<file path="config.mk">
export PLATFORM = sky130hd
export DESIGN_NAME = mpw_unit
export DESIGN_NICKNAME = d
export VERILOG_FILES = /design/src/rtl/mpw_pkg.sv /design/src/rtl/mpw_tick.sv /design/src/rtl/mpw_unit.sv
export SDC_FILE = /design/constraint.sdc
export NUM_CORES = 1
export LEC_CHECK = 0
export ABC_AREA = 1
export BUFFER_PORTS_ARGS = -buffer_cell sky130_fd_sc_hd__clkbuf_2
export CELL_PAD_IN_SITES_DETAIL_PLACEMENT = 1
export CELL_PAD_IN_SITES_GLOBAL_PLACEMENT = 1
export CORE_MARGIN = 4
export CORE_UTILIZATION = 40
export DETAILED_ROUTE_END_ITERATION = 10
export PLACE_DENSITY = 0.76
export SLEW_MARGIN = 40
export SYNTH_ARGS = -nofsm -noshare
export SYNTH_HDL_FRONTEND = slang
export SYNTH_SLANG_ARGS = --single-unit
</file>
<file path="constraint.sdc">
create_clock -name core_clk -period 7.7 [get_ports core_clk]
set_clock_uncertainty 0.15 [all_clocks]
set_input_delay 0.385 -clock core_clk [delete_from_list [all_inputs] [get_ports core_clk]]
set_output_delay 0.385 -clock core_clk [all_outputs]
set_load 0.01 [all_outputs]
</file>
<file path="src/rtl/mpw_pkg.sv">
// constants and types shared by the pwm unit
package mpw_pkg;
    // ------------------------------------------------------------
    // register addresses
    // ------------------------------------------------------------
    localparam logic [7:0] ADDR_CONTROL = 8'hae;
    localparam logic [7:0] ADDR_A_LOW = 8'hb1;
    localparam logic [7:0] ADDR_A_HIGH = 8'hb2;
    localparam logic [7:0] ADDR_B_LOW = 8'hb3;
    localparam logic [7:0] ADDR_B_HIGH = 8'hb4;
    localparam logic [7:0] CONTROL_RESET = 8'h00;
    localparam logic [7:0] CONTROL_MASK = 8'h7f;
    // ------------------------------------------------------------
    // field positions
    // ------------------------------------------------------------
    localparam int MODE_LSB = 4;
    localparam int PRESC_LSB = 2;
    localparam int CSRC_LSB = 0;
    localparam int PRESC_W = 6;
    localparam logic [5:0] DIV1_MASK = 6'h00;
    localparam logic [5:0] DIV4_MASK = 6'h03;
    localparam logic [5:0] DIV16_MASK = 6'h0f;
    localparam logic [5:0] DIV64_MASK = 6'h3f;
    localparam logic [15:0] RZ_HALF = 16'h8000;

    typedef enum logic [2:0] {
        MODE_OFF = 3'h0,
        MODE_SINGLE16 = 3'h1,
        MODE_TWIN8 = 3'h2,
        MODE_TWIN16 = 3'h3,
        MODE_DENS16 = 3'h4,
        MODE_DUAL8 = 3'h5,
        MODE_RZ16 = 3'h6,
        MODE_HOLD = 3'h7
    } mpw_mode_t;

    typedef struct packed {
        logic [2:0] mode;
        logic [1:0] presc;
        logic [1:0] csrc;
    } mpw_ctrl_t;

    typedef struct packed {
        logic [15:0] a;
        logic [15:0] b;
    } mpw_pair_t;

    function automatic logic is_wide(input logic [2:0] m);
        return m == MODE_SINGLE16 || m == MODE_TWIN16 || m == MODE_DENS16 || m == MODE_RZ16;
    endfunction
endpackage

</file>
<file path="src/rtl/mpw_tick.sv">
// clock source select and prescaler producing one-cycle ticks
`timescale 1ns/100ps
module mpw_tick import mpw_pkg::*; (
    // clock and reset
    input wire logic core_clk,
    input wire logic rstn,
    // control
    input wire logic clear,
    input wire logic [1:0] csrc,
    input wire logic [1:0] presc,
    // source enables, one cycle each
    input wire logic src_en [4],
    // prescaled tick
    output logic tick
);
    logic [PRESC_W-1:0] div_cnt, next_div_cnt;
    logic next_tick, src;
    logic [PRESC_W-1:0] lim;

    always_comb begin
        src = src_en[csrc];
        case (presc)
            2'h0: lim = DIV1_MASK;
            2'h1: lim = DIV4_MASK;
            2'h2: lim = DIV16_MASK;
            default: lim = DIV64_MASK;
        endcase
        next_div_cnt = div_cnt;
        next_tick = 1'b0;
        if (clear) begin
            next_div_cnt = '0;
        end else if (src) begin
            if (div_cnt >= lim) begin
                next_div_cnt = '0;
                next_tick = 1'b1;
            end else begin
                next_div_cnt = div_cnt + 1'b1;
            end
        end
    end

    always_ff @(posedge core_clk or negedge rstn) begin
        if (!rstn) begin
            div_cnt <= '0;
            tick <= 1'b0;
        end else begin
            div_cnt <= next_div_cnt;
            tick <= next_tick;
        end
    end

    a_tick_div1: assert property (@(posedge core_clk) disable iff (!rstn)
        (presc == 2'h0 && !clear && src && div_cnt == '0) |=> tick)
        else $error("undivided source did not tick");
endmodule // mpw_tick

</file>
<file path="src/rtl/mpw_unit.sv">
// multimode pwm unit: registers, counter and output generation
`timescale 1ns/100ps
module mpw_unit import mpw_pkg::*; (
    // clock and reset
    input wire logic core_clk,
    input wire logic rstn,
    // special function register port
    input wire logic [7:0] sfr_addr,
    input wire logic sfr_wr,
    input wire logic sfr_rd,
    input wire logic [7:0] sfr_wdata,
    output logic [7:0] sfr_rdata,
    // clock source enables
    input wire logic crystal_clock_en,
    input wire logic slow_clock_en,
    input wire logic external_clock_pin,
    input wire logic pll_clock_en,
    // pins
    output logic first_output_pin,
    output logic second_output_pin,
    output logic pins_owned
);
    // ------------------------------------------------------------
    // registers
    // ------------------------------------------------------------
    mpw_ctrl_t pwm_control, next_pwm_control;
    mpw_pair_t shadow, next_shadow;   // software view
    mpw_pair_t active, next_active;   // in use by the counter
    logic pend, next_pend;
    logic [7:0] stage_a, stage_b, next_stage_a, next_stage_b;
    logic [15:0] count, next_count;
    logic [16:0] acc_a, acc_b, next_acc_a, next_acc_b;
    logic out_a, out_b, next_out_a, next_out_b;
    logic [7:0] next_rdata;
    logic ext_q, ctl_wr, tick, wrap, cycle_end;
    logic src_en [4];
    logic [15:0] period;
    logic wide;
    // dual 8 runs the full byte range, 256 counts per cycle
    localparam logic [15:0] DUAL8_PERIOD = 16'h0100;

    assign src_en[0] = crystal_clock_en;
    assign src_en[1] = slow_clock_en;
    assign src_en[2] = external_clock_pin & ~ext_q; // rising edge of pin
    assign src_en[3] = pll_clock_en;
    assign ctl_wr = sfr_wr && sfr_addr == ADDR_CONTROL;
    assign wide = is_wide(pwm_control.mode);

    mpw_tick u_tick (
        .core_clk(core_clk),
        .rstn(rstn),
        .clear(ctl_wr),
        .csrc(pwm_control.csrc),
        .presc(pwm_control.presc),
        .src_en(src_en),
        .tick(tick)
    );

    // ------------------------------------------------------------
    // register writes and reads
    // ------------------------------------------------------------
    always_comb begin
        next_pwm_control = pwm_control;
        next_shadow = shadow;
        next_stage_a = stage_a;
        next_stage_b = stage_b;
        next_rdata = sfr_rdata;
        if (sfr_wr) begin
            case (sfr_addr)
                ADDR_CONTROL: next_pwm_control = mpw_ctrl_t'(sfr_wdata[6:0]);
                ADDR_A_LOW: begin
                    next_stage_a = sfr_wdata;
                    if (!wide) next_shadow.a[7:0] = sfr_wdata;
                end
                ADDR_B_LOW: begin
                    next_stage_b = sfr_wdata;
                    if (!wide) next_shadow.b[7:0] = sfr_wdata;
                end
                ADDR_A_HIGH: begin
                    next_shadow.a[15:8] = sfr_wdata;
                    if (wide) next_shadow.a[7:0] = stage_a;
                end
                ADDR_B_HIGH: begin
                    next_shadow.b[15:8] = sfr_wdata;
                    if (wide) next_shadow.b[7:0] = stage_b;
                end
                default: ;
            endcase
        end
        if (sfr_rd) begin
            case (sfr_addr)
                ADDR_CONTROL: next_rdata = {1'b0, pwm_control};
                ADDR_A_LOW: next_rdata = shadow.a[7:0];
                ADDR_A_HIGH: next_rdata = shadow.a[15:8];
                ADDR_B_LOW: next_rdata = shadow.b[7:0];
                ADDR_B_HIGH: next_rdata = shadow.b[15:8];
                default: next_rdata = 8'h00;
            endcase
        end
    end

    // ------------------------------------------------------------
    // counter and period
    // ------------------------------------------------------------
    always_comb begin
        case (pwm_control.mode)
            MODE_SINGLE16: period = active.b;
            MODE_TWIN8: period = {8'h00, active.b[7:0]};
            MODE_DUAL8: period = DUAL8_PERIOD;
            default: period = 16'hffff; // twin 16 counts the full range
        endcase
        wrap = tick && count >= period - 16'h0001 && period != 16'h0000;
        if (pwm_control.mode == MODE_TWIN16 || pwm_control.mode == MODE_DENS16
            || pwm_control.mode == MODE_RZ16) begin
            wrap = tick && count == 16'hffff;
        end
        cycle_end = wrap || pwm_control.mode == MODE_OFF || pwm_control.mode == MODE_HOLD;
        next_count = count;
        if (ctl_wr || pwm_control.mode == MODE_HOLD || pwm_control.mode == MODE_OFF) begin
            next_count = '0;
        end else if (wrap) begin
            next_count = '0;
        end else if (tick) begin
            next_count = count + 16'h0001;
        end
        next_pend = pend;
        next_active = active;
        if (cycle_end && pend) begin
            next_active = shadow;
            next_pend = 1'b0;
        end
        // a write landing on the commit cycle must not be lost
        if (next_shadow != shadow) next_pend = 1'b1;
    end

    // ------------------------------------------------------------
    // output generation
    // ------------------------------------------------------------
    always_comb begin
        next_out_a = out_a;
        next_out_b = out_b;
        next_acc_a = acc_a;
        next_acc_b = acc_b;
        case (pwm_control.mode)
            // compare against the pair of the coming cycle, so a commit shows from count 0
            MODE_SINGLE16: begin
                next_out_a = next_count < next_active.a;
                next_out_b = 1'b0;
            end
            MODE_TWIN16: begin
                next_out_a = next_count < next_active.a;
                next_out_b = next_count < next_active.b;
            end
            MODE_TWIN8: begin
                if (next_count == 16'h0000) next_out_a = 1'b1;
                if (next_count[7:0] == next_active.a[7:0]) next_out_a = 1'b0;
                if (next_count[7:0] == next_active.b[15:8]) next_out_b = 1'b1;
                if (next_count[7:0] == next_active.a[15:8]) next_out_b = 1'b0;
            end
            MODE_DUAL8: begin
                next_out_a = next_count[7:0] < next_active.a[7:0];
                next_out_b = next_count[7:0] < next_active.a[15:8];
            end
            MODE_DENS16, MODE_RZ16: begin
                if (tick) begin
                    next_acc_a = {1'b0, acc_a[15:0]} + {1'b0, active.a};
                    next_acc_b = {1'b0, acc_b[15:0]} + {1'b0, active.b};
                    next_out_a = next_acc_a[16];
                    next_out_b = next_acc_b[16];
                end else if (pwm_control.mode == MODE_RZ16 && count[0]) begin
                    next_out_a = 1'b0; // return to zero between ticks while the count is odd
                    next_out_b = 1'b0;
                end
            end
            default: begin
                next_out_a = 1'b0;
                next_out_b = 1'b0;
            end
        endcase
        if (ctl_wr) begin
            next_acc_a = '0;
            next_acc_b = '0;
        end
    end

    always_ff @(posedge core_clk or negedge rstn) begin
        if (!rstn) begin
            pwm_control <= mpw_ctrl_t'(CONTROL_RESET[6:0]);
            shadow <= '0;
            active <= '0;
            pend <= 1'b0;
            stage_a <= '0;
            stage_b <= '0;
            count <= '0;
            acc_a <= '0;
            acc_b <= '0;
            out_a <= 1'b0;
            out_b <= 1'b0;
            sfr_rdata <= '0;
            ext_q <= 1'b0;
            first_output_pin <= 1'b0;
            second_output_pin <= 1'b0;
            pins_owned <= 1'b0;
        end else begin
            pwm_control <= next_pwm_control;
            shadow <= next_shadow;
            active <= next_active;
            pend <= next_pend;
            stage_a <= next_stage_a;
            stage_b <= next_stage_b;
            count <= next_count;
            acc_a <= next_acc_a;
            acc_b <= next_acc_b;
            out_a <= next_out_a;
            out_b <= next_out_b;
            sfr_rdata <= next_rdata;
            ext_q <= external_clock_pin;
            first_output_pin <= next_out_a;
            second_output_pin <= next_out_b;
            pins_owned <= next_pwm_control.mode != MODE_OFF && next_pwm_control.mode != MODE_HOLD;
        end
    end

    // ------------------------------------------------------------
    // checks
    // ------------------------------------------------------------
    a_ctl_clears_cnt: assert property (@(posedge core_clk) disable iff (!rstn)
        ctl_wr |=> count == 16'h0000)
        else $error("control write left counter running");
    a_hold_keeps_zero: assert property (@(posedge core_clk) disable iff (!rstn)
        pwm_control.mode == MODE_HOLD |=> count == 16'h0000)
        else $error("hold mode counter moved");
    a_low_staged: assert property (@(posedge core_clk) disable iff (!rstn)
        (sfr_wr && sfr_addr == ADDR_A_LOW && wide) |=> $stable(shadow.a))
        else $error("staged low byte leaked");
    a_commit_pair: assert property (@(posedge core_clk) disable iff (!rstn)
        (sfr_wr && sfr_addr == ADDR_B_HIGH && wide)
        |=> shadow.b == {$past(sfr_wdata), $past(stage_b)})
        else $error("high byte did not commit pair");
    a_active_on_end: assert property (@(posedge core_clk) disable iff (!rstn)
        (!$stable(active)) |-> $past(cycle_end))
        else $error("value applied mid cycle");
    a_count_step: assert property (@(posedge core_clk) disable iff (!rstn)
        (tick && !wrap && !ctl_wr && pwm_control.mode == MODE_TWIN16)
        |=> count == $past(count) + 16'h0001)
        else $error("counter did not advance");
    a_twin16_out: assert property (@(posedge core_clk) disable iff (!rstn)
        (pwm_control.mode == MODE_TWIN16 && $stable(pwm_control))
        |=> out_a == (count < active.a))
        else $error("twin output mismatch");
    a_off_low: assert property (@(posedge core_clk) disable iff (!rstn)
        pwm_control.mode == MODE_OFF |=> !out_a && !out_b)
        else $error("disabled outputs active");
    a_pin_follow: assert property (@(posedge core_clk) disable iff (!rstn)
        (pwm_control.mode == MODE_TWIN16 && $stable(pwm_control))
        |=> second_output_pin == (count < active.b))
        else $error("second pin differs from its channel");
endmodule // mpw_unit

</file>
* After elaboration in Yosys (flattened, before gate mapping)
Index checks and enable logic that the tools add are counted.
Cells by class: add/sub/neg operators 5, $lt $le $gt $ge 7, eq/ne operators 23, multiplexer cells 45, bitwise operators 3, reduce and logical (&&, ||, !) cells 33
Operators with widths (number):
- $mux 16 | 9
- $mux 32 | 2
- $mux 8 | 6
- $pmux 16 s3 | 1
- $eq 8x8->1 const B | 5
- $pmux 8 s5 | 1
- $add 16x16->17 | 2
- $lt 16x16->1 | 2
- $ne 32x32->1 | 1
- $pmux 8 s2 | 2
- $eq 8x8->1 | 3
- $mux 6 | 3
- $pmux 6 s3 | 1
- $add 16x1->16 const B | 1
- $eq 16x16->1 const B | 1
- $ge 16x16->1 | 1
- $logic_not 16->1 | 1
- $lt 8x8->1 | 2
- $reduce_bool 16->1 | 1
- $sub 16x1->16 const B | 1
- $mux 1 | 15
- $mux 7 | 2
- $eq 3x3->1 const B | 4
- $reduce_and 2->1 | 6
- 21 further kinds | 43
Word-level totals: bits in registers 155, bits of input ports 24, output and inout port bits 11, word-level logic and storage cells 136

* Logic depth before layout (Yosys ltp)
Gate-level depths: netlist of run 1.
depth in word-level cells 15, depth in mapped cells 40, gate-level depth less buffers 36

* By module
A second synthesis of run 1 with hierarchy kept.
Second synthesis, totals: cells, all modules 1507, area, all modules 11173.2 µm²
By module, submodules not included:
- mpw_unit | instances 1, cells an instance 1425, area an instance 10618.9 µm², seq. area each 3703.6 µm²
- mpw_tick | instances 1, cells an instance 82, area an instance 554.3 µm², seq. area each 175.2 µm²

* Worst setup path after synthesis of run 1
No wires, ideal clock.
path kind reg2reg, from register pwm_control[4] in the netlist's numbering, to register out_a, library setup time 121 ps, arrival 5265 ps, data required time 7429 ps, setup slack 2164 ps, stages on the path, launching flop included 38, path buffers 4, period minus slack after synthesis 5536 ps, path through dfrtp_1 > buf_6 > clkinv_2 > nand2_1 > o21ai_4 > inv_2 > a21oi_1 > nand3_1 > a211o_1 > nor3_1 > nand2_1 > nor3_2 > nand4_1 > xor2_1 > ha_1 > a21oi_1 > o21ai_0 > nor2_1 > [2 not listed] > nand3_4 > nand2_8 > buf_6 > buf_2 > clkbuf_1 > o21ai_0 > ha_1 > inv_1 > nor2_1 > nor2_1 > o21ai_0 > a41oi_1 > o21bai_1 > a31oi_1 > o211ai_1 > o2111ai_1 > nand2_1 > o21ai_1
Between the ends: word-level cells in the longest chain between the ends 14, elaborated cells between the ends (all ways) 37, classes of those cells 1 x add/sub; 3 x order compare; 10 x eq/ne; 7 x mux; 16 x reduce/logical
Ends and longest elaborated chain:
- start: declaration | RTL line mpw_unit.sv:26 | mpw_ctrl_t pwm_control, next_pwm_control;
- start signal: assignment | RTL line mpw_unit.sv:188 | pwm_control <= mpw_ctrl_t'(CONTROL_RESET[6:0]);
- start signal: assignment | RTL line mpw_unit.sv:205 | pwm_control <= next_pwm_control;
- parallel branches: the longest is 14 deep, another holds $sub 16x1->16
- end signal: assignment | RTL line mpw_unit.sv:214 | out_a <= next_out_a;
- end: declaration | RTL line mpw_unit.sv:33 | logic out_a, out_b, next_out_a, next_out_b;
Parallel ways; which one is timed is not known. A chain may end at the register's enable or synchronous reset.

* Worst setup path in the final report of run 1
Same ends and word-level chain as after synthesis.

==> flow_summary_export.csv, run 1 <==
group,metric,value,unit
placement,dpl_cell_area,11600,µm²
sta,min_period,6.44,ns
critical_path,path_max_fanout,71,
critical_path,cp.required,7.87,ns
logic_synthesis,ys.flop_type,"dfrtp_1",
run,max_cap_violations,0,
logic_synthesis,synth_enable_flop_cells,0,
logic_synthesis,syn_area_per_cell,7.45,µm²
logic_synthesis,netlist.area_leader.share,34.9,%
placement,gp_routability_congestion,0.911,
drt,drc,0,
critical_path,slowest_delay,0.51,ns
drt,wl,38500,µm
grt,track_usage,25.5,%
placement,placement.io_buffers,34,
drt,drt-initial-drc-count,732,
sta,tightestPinTransition,0.801,ns
clock_tree,clkSlewWorstSetupHoldPaths,0.07,ns
placement,dpl.hpwl,29700,µm
pwr,vdd_drop_max,150,µV
drt,routedWlPerCell,20.2,µm
logic_synthesis,synth_mux_area_share,0,%
clock_tree,cts_num_sinks,155,
pwr,p_leak,0.00639,µW
cells_and_area,fin_area,12300,µm²
grt,grt_pass1_wl,61100,µm
cells_and_area,antenna_cells,0,
cells_and_area,flow.area_growth_from_synthesis,10.9,%
cells_and_area,layout.nets,1642,
floorplan,rows,60,
logic_synthesis,netlist_area,11100,µm²
logic_synthesis,synth_seq_cells,155,
floorplan,num_io_pins,35,
grt,grt_max_degree,98,
cells_and_area,drive_gt1_share,7.31,%
drt,ant_nets,0,
logic_synthesis,synth_top_family_by_area,"simple AND/OR/NAND/NOR gates",
logic_synthesis,synth_cell_type_count,57,
sta,rsz0062_at_grt,"false",
sta,slew_viol_final,0,
run_status,outcome,"finished clean",
cells_and_area,n_fill_cell,3444,
clock_tree,cts.path.max_buffers,2,
sta,setup_tns,0,ns
logic_synthesis,netlist_top_cells_area,"dfrtp_1, ha_1, nand2_1",
sta,fin_crit_sh,83.7,%
logic_synthesis,yosysSeqAreaShare,34.9,%
logic_synthesis,yosys.area_share.simple,20.4,%
grt,antenna_found_initial,0,
sta,slew_headroom,46.5,%
floorplan,die_area,30500,µm²
logic_synthesis,synth_compound_area_share,19.7,%
logic_synthesis,synthesis.nets,1613,
logic_synthesis,synth_xor_area_share,2.52,%
logic_synthesis,syn_inst,1490,
drt,vias,10600,
critical_path,end_kind,"flop",
sta,finalHoldViolCount,0,
sta,setup_viol,0,
floorplan,core,27100,µm²
clock_tree,numCtsBuffers,17,
grt,grt_pass1_vias,10900,
logic_synthesis,yosys_warnings,0,
pwr,power.density,249,nW/µm²
sta,timing.hold.ws,0.134,ns
drt,first_pass_iters,5,
floorplan,floorplan.die.height,175,µm
clock_tree,clkLatencyLatePin,0.45,ns
logic_synthesis,synth_top_cell_by_area,"dfrtp_1",
drt,via_per_inst,5.55,
clock_tree,htreeDepth,4,
clock_tree,cts_tree,"yes",
logic_synthesis,synthAdderAreaFrac,11.3,%
critical_path,crit_type,"flop to flop",
critical_path,critPathLaunchType,"flop",
clock_tree,cts_root_buf,"clkbuf_16",
critical_path,cp.arrival,6.61,ns
clock_tree,postCtsSetupRepairBufs,0,
grt,grt_overflow,0,
critical_path,cpMostUsedCell,"nand2_1",
critical_path,cp_slowest_cell,"dfrtp_1",
sta,timing.fmax,0.155,GHz
logic_synthesis,synthArstFlopShare,100,%
hold_path,min_path_type,"input port to flop",
floorplan,die_w,175,µm
floorplan,start_util,41.0,%
==> Yosys cell counts (15+ instances only) <==
cell	n
a21oi_1	73
nor3_1	17
nand3_1	55
nor2_1	97
ha_1	97
dfrtp_1	155
nand4_1	15
o22ai_1	34
inv_1	277
o211ai_1	25
clkbuf_1	17
nand2_1	302
xor2_1	21
o21ai_0	154
==> power by group <==
part | internal (µW) | total (µW) | switching (µW)
Sequential | 948 | 1120 | 176
Clock | 506 | 937 | 431
Combinational | 344 | 1010 | 662
==> through the flow <==
stage,cells,utilization [%],setup slack [ns],power (µW)
finish,1904,45.4,1.26,3070
global placement,1869,42.9,1.87,2060
detailed placement,1869,42.9,1.38,2120
global route,1904,45.4,0.687,3280
floorplan,1490,-,2.16,1780
CTS,1903,45.3,1.36,3080
==> flip-flops by register name (all words and copies together), names as in the netlist, 6 cells and up <==
name,count
acc_b,16
active,32
shadow,32
sfr_rdata,8
count,16
u_tick.div_cnt,6
pwm_control,7
acc_a,16
stage_b,8
stage_a,8
==> critical path: cells and delay by family, from the launching register on <==
kind	cells	cell delay, ns
AOI/OAI and AO/OA	13	2.37
and+or+nand+nor	15	2.15
adders and majority gates	2	0.62
DFF	1	0.51
buffers and inverters	3	0.31
xor gates and xnor gates	1	0.17
==> metal layers <==
metal / share of wire (%) / GRT usage, %
met5: 0 / 0
met4: 3.5 / 8.74
met3: 4.9 / 3.48
met2: 46 / 40.9
met1: 46 / 35.6
==> repair_timing <==
item | 4_1_cts | 5_1_grt
gates resized for setup | 0 | 0
hold buffers | 2 | 0
endpoints found under the hold margin | 97 | 0
==> cells in the final DEF (no fill, tap or decap), types with 4 or more instances in the layout <==
cell type,Yosys,layout
o21ai_0,154,153
o2111ai_1,7,7
o32a_1,7,7
nand2_1,302,302
nor4_1,5,5
nand4_1,15,15
nand2_2,7,7
nor3_1,17,16
o21ai_2,4,5
clkbuf_2,0,33
o211ai_1,25,25
nand3_1,55,55
a21oi_1,73,73
dfrtp_1,155,155
inv_8,0,8
o21ai_1,9,9
a31oi_1,6,6
a221oi_1,6,6
clkbuf_16,0,17
a21o_1,7,7
xnor2_1,11,11
o221ai_1,6,6
nor2_2,5,6
o32ai_1,4,4
nor2_1,97,96
xor2_1,21,21
a211oi_1,5,5
inv_2,5,5
o22ai_1,34,34
ha_1,97,97
inv_1,277,277
==> cells by family (layout without fill, tap and decap cells) <==
logic type / Yosys count / count (layout)
AO/OA/AOI/OAI: 366 / 366
XOR/XNOR: 32 / 32
adder cells (fa/ha/maj): 99 / 99
buffers and inverters: 316 / 358
flip-flops: 155 / 155
AND/OR/NAND/NOR: 522 / 522
==> worst paths after layout <==
| check | end | from | slack, ns | cells after the start |
|---|---|---|---|---|
| worst max-delay path | out_a | pwm_control[4] | 1.26 | 34 |
| worst min-delay path | shadow[31] | sfr_wdata[7] | 0.13 | 3 |
| worst max register to register | out_a | pwm_control[4] | 1.26 | 34 |
| worst min register to register | stage_b[2] | stage_b[2] | 0.35 | 2 |
| max in group asynchronous | sfr_rdata[4] | rstn | 6.19 | 3 |
| min in group asynchronous | acc_a[7] | rstn | 0.29 | 2 |
==> cell type report <==
class	count	area, µm²	share of cell area [%]
tap	372	465	3.78
clock buffer	17	425	3.45
multi-input combinational	1019	6000	48.7
sequential	155	3880	31.5
timing repair buffer	41	262	2.12
inverter	285	1070	8.70
clock inverter	15	216	1.76
Note: power is estimated with default switching activity, not from simulation.
==> run 2, diff against run 1 <==
- clock period: 7.7 -> 6.47 ns (I/O delays scaled with it)
==> run 2 against run 1 <==
Compared with the run above: critical path depth unchanged; core utilization up 0.25 points; worst setup slack worse by 0.75 ns; largest power group unchanged; clock power up 16%; final area up 0.55%; die area unchanged.
==> flow_summary_export.csv, run 2 (synthesized netlist as in run 1, its figures left out) <==
group,metric,value,unit
run_status,outcome,"finished clean",
sta,slew_headroom,51.4,%
critical_path,slowest_delay,0.50,ns
cells_and_area,layout_commonest_cell,"nand2_1",
placement,dp.cells,1879,
clock_tree,cts_num_sinks,155,
clock_tree,numCtsBuffers,17,
drt,via_per_inst,5.45,
critical_path,crit_buf_inv,3,
drt,vias,10400,
hold_path,hp-start,"sfr_wdata[7]",
clock_tree,cts_root_buf,"clkbuf_16",
cells_and_area,final-seq-area,3880,µm²
critical_path,r2r-start,"pwm_control[4]",
placement,gp_routability_congestion,0.921,
placement,placement.io_buffers,34,
clock_tree,htreeDepth,4,
cells_and_area,layoutNonFillerInstCount,1914,
floorplan,die_w,175,µm
cells_and_area,drive_gt1_share,8.04,%
grt,grt_pass1_wl,60400,µm
grt,grt_overflow,0,
cells_and_area,flow.area_growth_from_synthesis,11.6,%
cells_and_area,final_cell_mix,"nand2_1, inv_1, dfrtp_1",
sta,timing.hold.ws,0.0763,ns
sta,min_period,5.96,ns
sta,fin_ws,0.505,ns
critical_path,startpoint,"pwm_control[4]",
placement,place_ws,0.338,ns
clock_tree,cts_tree,"yes",
drt,ant_nets,0,
floorplan,num_io_pins,35,
clock_tree,cts.path.max_buffers,2,
drt,first_pass_iters,5,
cells_and_area,layout.nets,1652,
grt,antenna_found_initial,0,
critical_path,path_max_fanout,36,
critical_path,critPathLaunchType,"flop",
floorplan,floorplan.die.height,175,µm
floorplan,core,27100,µm²
critical_path,cp.required,6.64,ns
critical_path,cp.arrival,6.13,ns
pwr,vdd_drop_max,142,µV
sta,finalHoldViolCount,0,
drt,drc,0,
clock_tree,clkSlewWorstSetupHoldPaths,0.08,ns
sta,setup_tns,0,ns
critical_path,path_delay_family,"compound AO/OA/AOI/OAI gates",
critical_path,cp_slowest_cell,"dfrtp_1",
drt,drt-initial-drc-count,782,
critical_path,crit_type,"flop to flop",
sta,slew_viol_final,0,
clock_tree,postCtsSetupRepairBufs,0,
grt,grt_pass1_vias,10700,
critical_path,end_kind,"flop",
clock_tree,clkLatencyLatePin,0.45,ns
critical_path,cpMostUsedCell,"nand2_1",
sta,timing.fmax,0.168,GHz
cells_and_area,n_fill_cell,3378,
sta,fin_crit_sh,92.2,%
hold_path,min_path_type,"input port to flop",
sta,setup_viol,0,
pwr,power.density,293,nW/µm²
cells_and_area,multi_input_area,6020,µm²
floorplan,die_area,30500,µm²
cells_and_area,antenna_cells,0,
drt,routedWlPerCell,20.1,µm
run,max_cap_violations,0,
drt,wl,38400,µm
floorplan,rows,60,
sta,tightestPinTransition,0.729,ns
placement,dpl.hpwl,29800,µm
pwr,p_leak,0.00643,µW
floorplan,start_util,41.0,%
cells_and_area,reg.largest.list,"active: 32 flops, shadow: 32 flops",
grt,grt_max_degree,83,
grt,track_usage,25.3,%
## run 2: where the power goes
part,total (µW),switching (µW),internal (µW)
combinational,1200,789,411
sequential,1330,205,1130
clock,1090,524,569
## run 2: final cells by class
class / count / share of cell area (%)
timing repair buffer: 50 / 2.49
inverter: 285 / 8.65
clock inverter: 15 / 1.74
multi-input combinational: 1020 / 48.6
tap: 372 / 3.76
sequential: 155 / 31.3
clock buffer: 17 / 3.44
## run 2: worst min-delay path: cells and delay by family
family,cells,cell delay (ns)
compound gates,1,0.10
buf+inv,2,0.22
## run 2: final timing paths
kind                            depth (start not counted)    endpoint  slack, ns
worst max-delay path                                   34       out_a       0.51
worst min-delay path                                    3  shadow[31]       0.08
worst max register to register                         34       out_a       0.51
worst min register to register                          2  stage_b[2]       0.34
max in group asynchronous                               3  active[27]       4.66
min in group asynchronous                               2    acc_a[7]       0.33
## run 2: timing repair
action,in CTS,in global routing
endpoints found under the setup margin,0,2
gates resized for setup,0,2
hold endpoints to repair,82,0
hold buffers,2,0
## run 2: layer usage
metal / track usage, % / share of wire, % / up-vias
li1: - / - / 5037
met1: 33.4 / 45 / 5107
met2: 41.4 / 46 / 221
met3: 5.08 / 5.4 / 69
met4: 8.94 / 3.7 / 0
met5: 0 / 0 / -
## run 2: through the flow
step / utilization (%) / total power (µW) / area (µm²)
after global placement: 43.1 / 2450 / 11700
final: 45.7 / 3630 / 12400
after detailed placement: 43.2 / 2520 / 11700
after CTS: 45.6 / 3630 / 12400
after global routing: 45.7 / 3880 / 12400
after floorplan: - / 2120 / 11100
==> run 3, diff against run 2 <==
==> constraint.sdc (replaced) <==
create_clock -name core_clk -period 6.47 [get_ports core_clk]
set_clock_uncertainty 0.15 [all_clocks]
set_input_delay 1.294 -clock core_clk [delete_from_list [all_inputs] [get_ports core_clk]]
set_output_delay 1.294 -clock core_clk [all_outputs]
set_load 0.01 [all_outputs]
==> run 3 against run 2 <==
Compared with the run above: worst setup slack gained 0.096 ns; fmax is 1.6% higher; worst hold slack gained 0.26 ns; register-to-register slack gained 0.096 ns; first-iteration DRC count fell by 6.9%.
==> flow_summary_export.csv, run 3 (synthesized netlist as in run 1, its figures left out) <==
group,metric,value,unit
run_status,outcome,"finished clean",
drt,via_per_inst,5.52,
grt,grt_overflow,0,
cells_and_area,utilization,45.6,%
drt,ant_nets,0,
cells_and_area,drive_gt1_share,8.24,%
pwr,p_leak,0.00642,µW
floorplan,core,27100,µm²
grt,grt_max_degree,78,
sta,setup_viol,0,
grt,grt_pass1_wl,60500,µm
clock_tree,htreeDepth,4,
hold_path,min_path_type,"flop to flop",
grt,antenna_found_initial,0,
sta,fin_crit_sh,90.7,%
pwr,vdd_drop_max,133,µV
critical_path,cp.required,6.63,ns
sta,timing.fmax,0.170,GHz
cells_and_area,layout.nets,1652,
grt,grt_pass1_vias,10900,
sta,slew_viol_final,0,
placement,dpl.hpwl,30200,µm
pwr,power.density,293,nW/µm²
critical_path,cpMostUsedCell,"nand2_1",
drt,vias,10600,
sta,finalHoldViolCount,0,
placement,placement.io_buffers,34,
drt,first_pass_iters,5,
clock_tree,postCtsSetupRepairBufs,0,
critical_path,cp_slowest_cell,"dfrtp_1",
floorplan,rows,60,
sta,min_period,5.87,ns
cells_and_area,layout_commonest_cell,"nand2_1",
critical_path,critPathLaunchType,"flop",
run,max_cap_violations,0,
critical_path,end_kind,"flop",
placement,gp_routability_congestion,0.917,
cells_and_area,final_cell_mix,"nand2_1, inv_1, dfrtp_1",
critical_path,slowest_delay,0.49,ns
grt,track_usage,25.2,%
cells_and_area,reg.largest.list,"active: 32 flops, shadow: 32 flops",
clock_tree,clkLatencyLatePin,0.44,ns
clock_tree,clkSlewWorstSetupHoldPaths,0.07,ns
cells_and_area,flow.area_growth_from_synthesis,11.3,%
clock_tree,cts_root_buf,"clkbuf_16",
floorplan,floorplan.die.height,175,µm
clock_tree,cts.path.max_buffers,2,
drt,drt-initial-drc-count,728,
clock_tree,cts_num_sinks,155,
drt,routedWlPerCell,20.1,µm
drt,drc,0,
floorplan,start_util,41.0,%
cells_and_area,n_fill_cell,3482,
clock_tree,cts_tree,"yes",
critical_path,cp.arrival,6.03,ns
critical_path,crit_buf_inv,3,
critical_path,crit_type,"flop to flop",
floorplan,num_io_pins,35,
drt,wl,38500,µm
floorplan,die_area,30500,µm²
sta,slew_headroom,54.0,%
floorplan,die_w,175,µm
sta,tightestPinTransition,0.691,ns
critical_path,path_max_fanout,35,
pwr,totalPowerFinal,3620,µW
critical_path,path_delay_family,"simple AND/OR/NAND/NOR gates",
clock_tree,numCtsBuffers,17,
[run 3: metal layers]
layer / global-route usage [%] / vias to the layer above / wire length [µm] / share of wire (%)
li1: - / 5040 / - / -
met1: 33.2 / 5178 / 17300 / 45
met2: 40.9 / 265 / 17600 / 46
met3: 4.85 / 84 / 1950 / 5.1
met4: 10.4 / 0 / 1630 / 4.2
met5: 0 / - / 0 / 0
[run 3: worst paths after layout]
check	start	endpoint	slack [ns]	cells past startpoint
hold reg to reg	stage_b[7]	stage_b[7]	0.34	2
max in group asynchronous	rstn	active[15]	4.33	2
min in group asynchronous	rstn	acc_a[7]	0.73	1
setup / recovery	pwm_control[4]	out_b	0.60	31
setup reg to reg	pwm_control[4]	out_b	0.60	31
hold / removal	stage_b[7]	stage_b[7]	0.34	2
[run 3: final cells by class]
class	count	area, µm²	area share, %
clock buffer	18	439	3.55
clock inverter	14	180	1.46
sequential	155	3880	31.4
inverter	285	1070	8.66
antenna	1	2.50	0.0202
tap	372	465	3.77
multi-input combinational	1020	6020	48.7
timing repair buffer	50	299	2.42
[run 3: power breakdown]
part	internal [µW]	switching [µW]	total, µW
combinational	411	790	1200
clock	597	483	1080
sequential	1130	207	1340
[run 3: timing repair]
item,4_1_cts,5_1_grt
setup endpoints to repair,0,2
gates resized for setup,0,3
hold buffers,0,0
[run 3: stage by stage]
| step | hold WS, ns | setup WS, ns | TNS, ns | cells | instance area [µm²] |
|---|---|---|---|---|---|
| floorplan | 0.298 | 0.934 | 0 | 1490 | 11100 |
| global placement | 0.315 | 0.623 | 0 | 1881 | 11700 |
| detailed placement | 0.322 | 0.347 | 0 | 1881 | 11700 |
| CTS | 0.339 | 0.303 | 0 | 1913 | 12300 |
| global route | 0.382 | -0.0314 | -0.0314 | 1914 | 12400 |
| finish | 0.335 | 0.602 | 0 | 1915 | 12400 |
[run 3: worst reg2reg max path: cells and delay by family (launching register included)]
kind | cells | cell delay, ns
and+or+nand+nor | 16 | 2.28
AOI/OAI and AO/OA | 9 | 1.63
adders and majority gates | 2 | 0.65
DFF | 1 | 0.49
buffers and inverters | 3 | 0.39
xor gates and xnor gates | 1 | 0.17
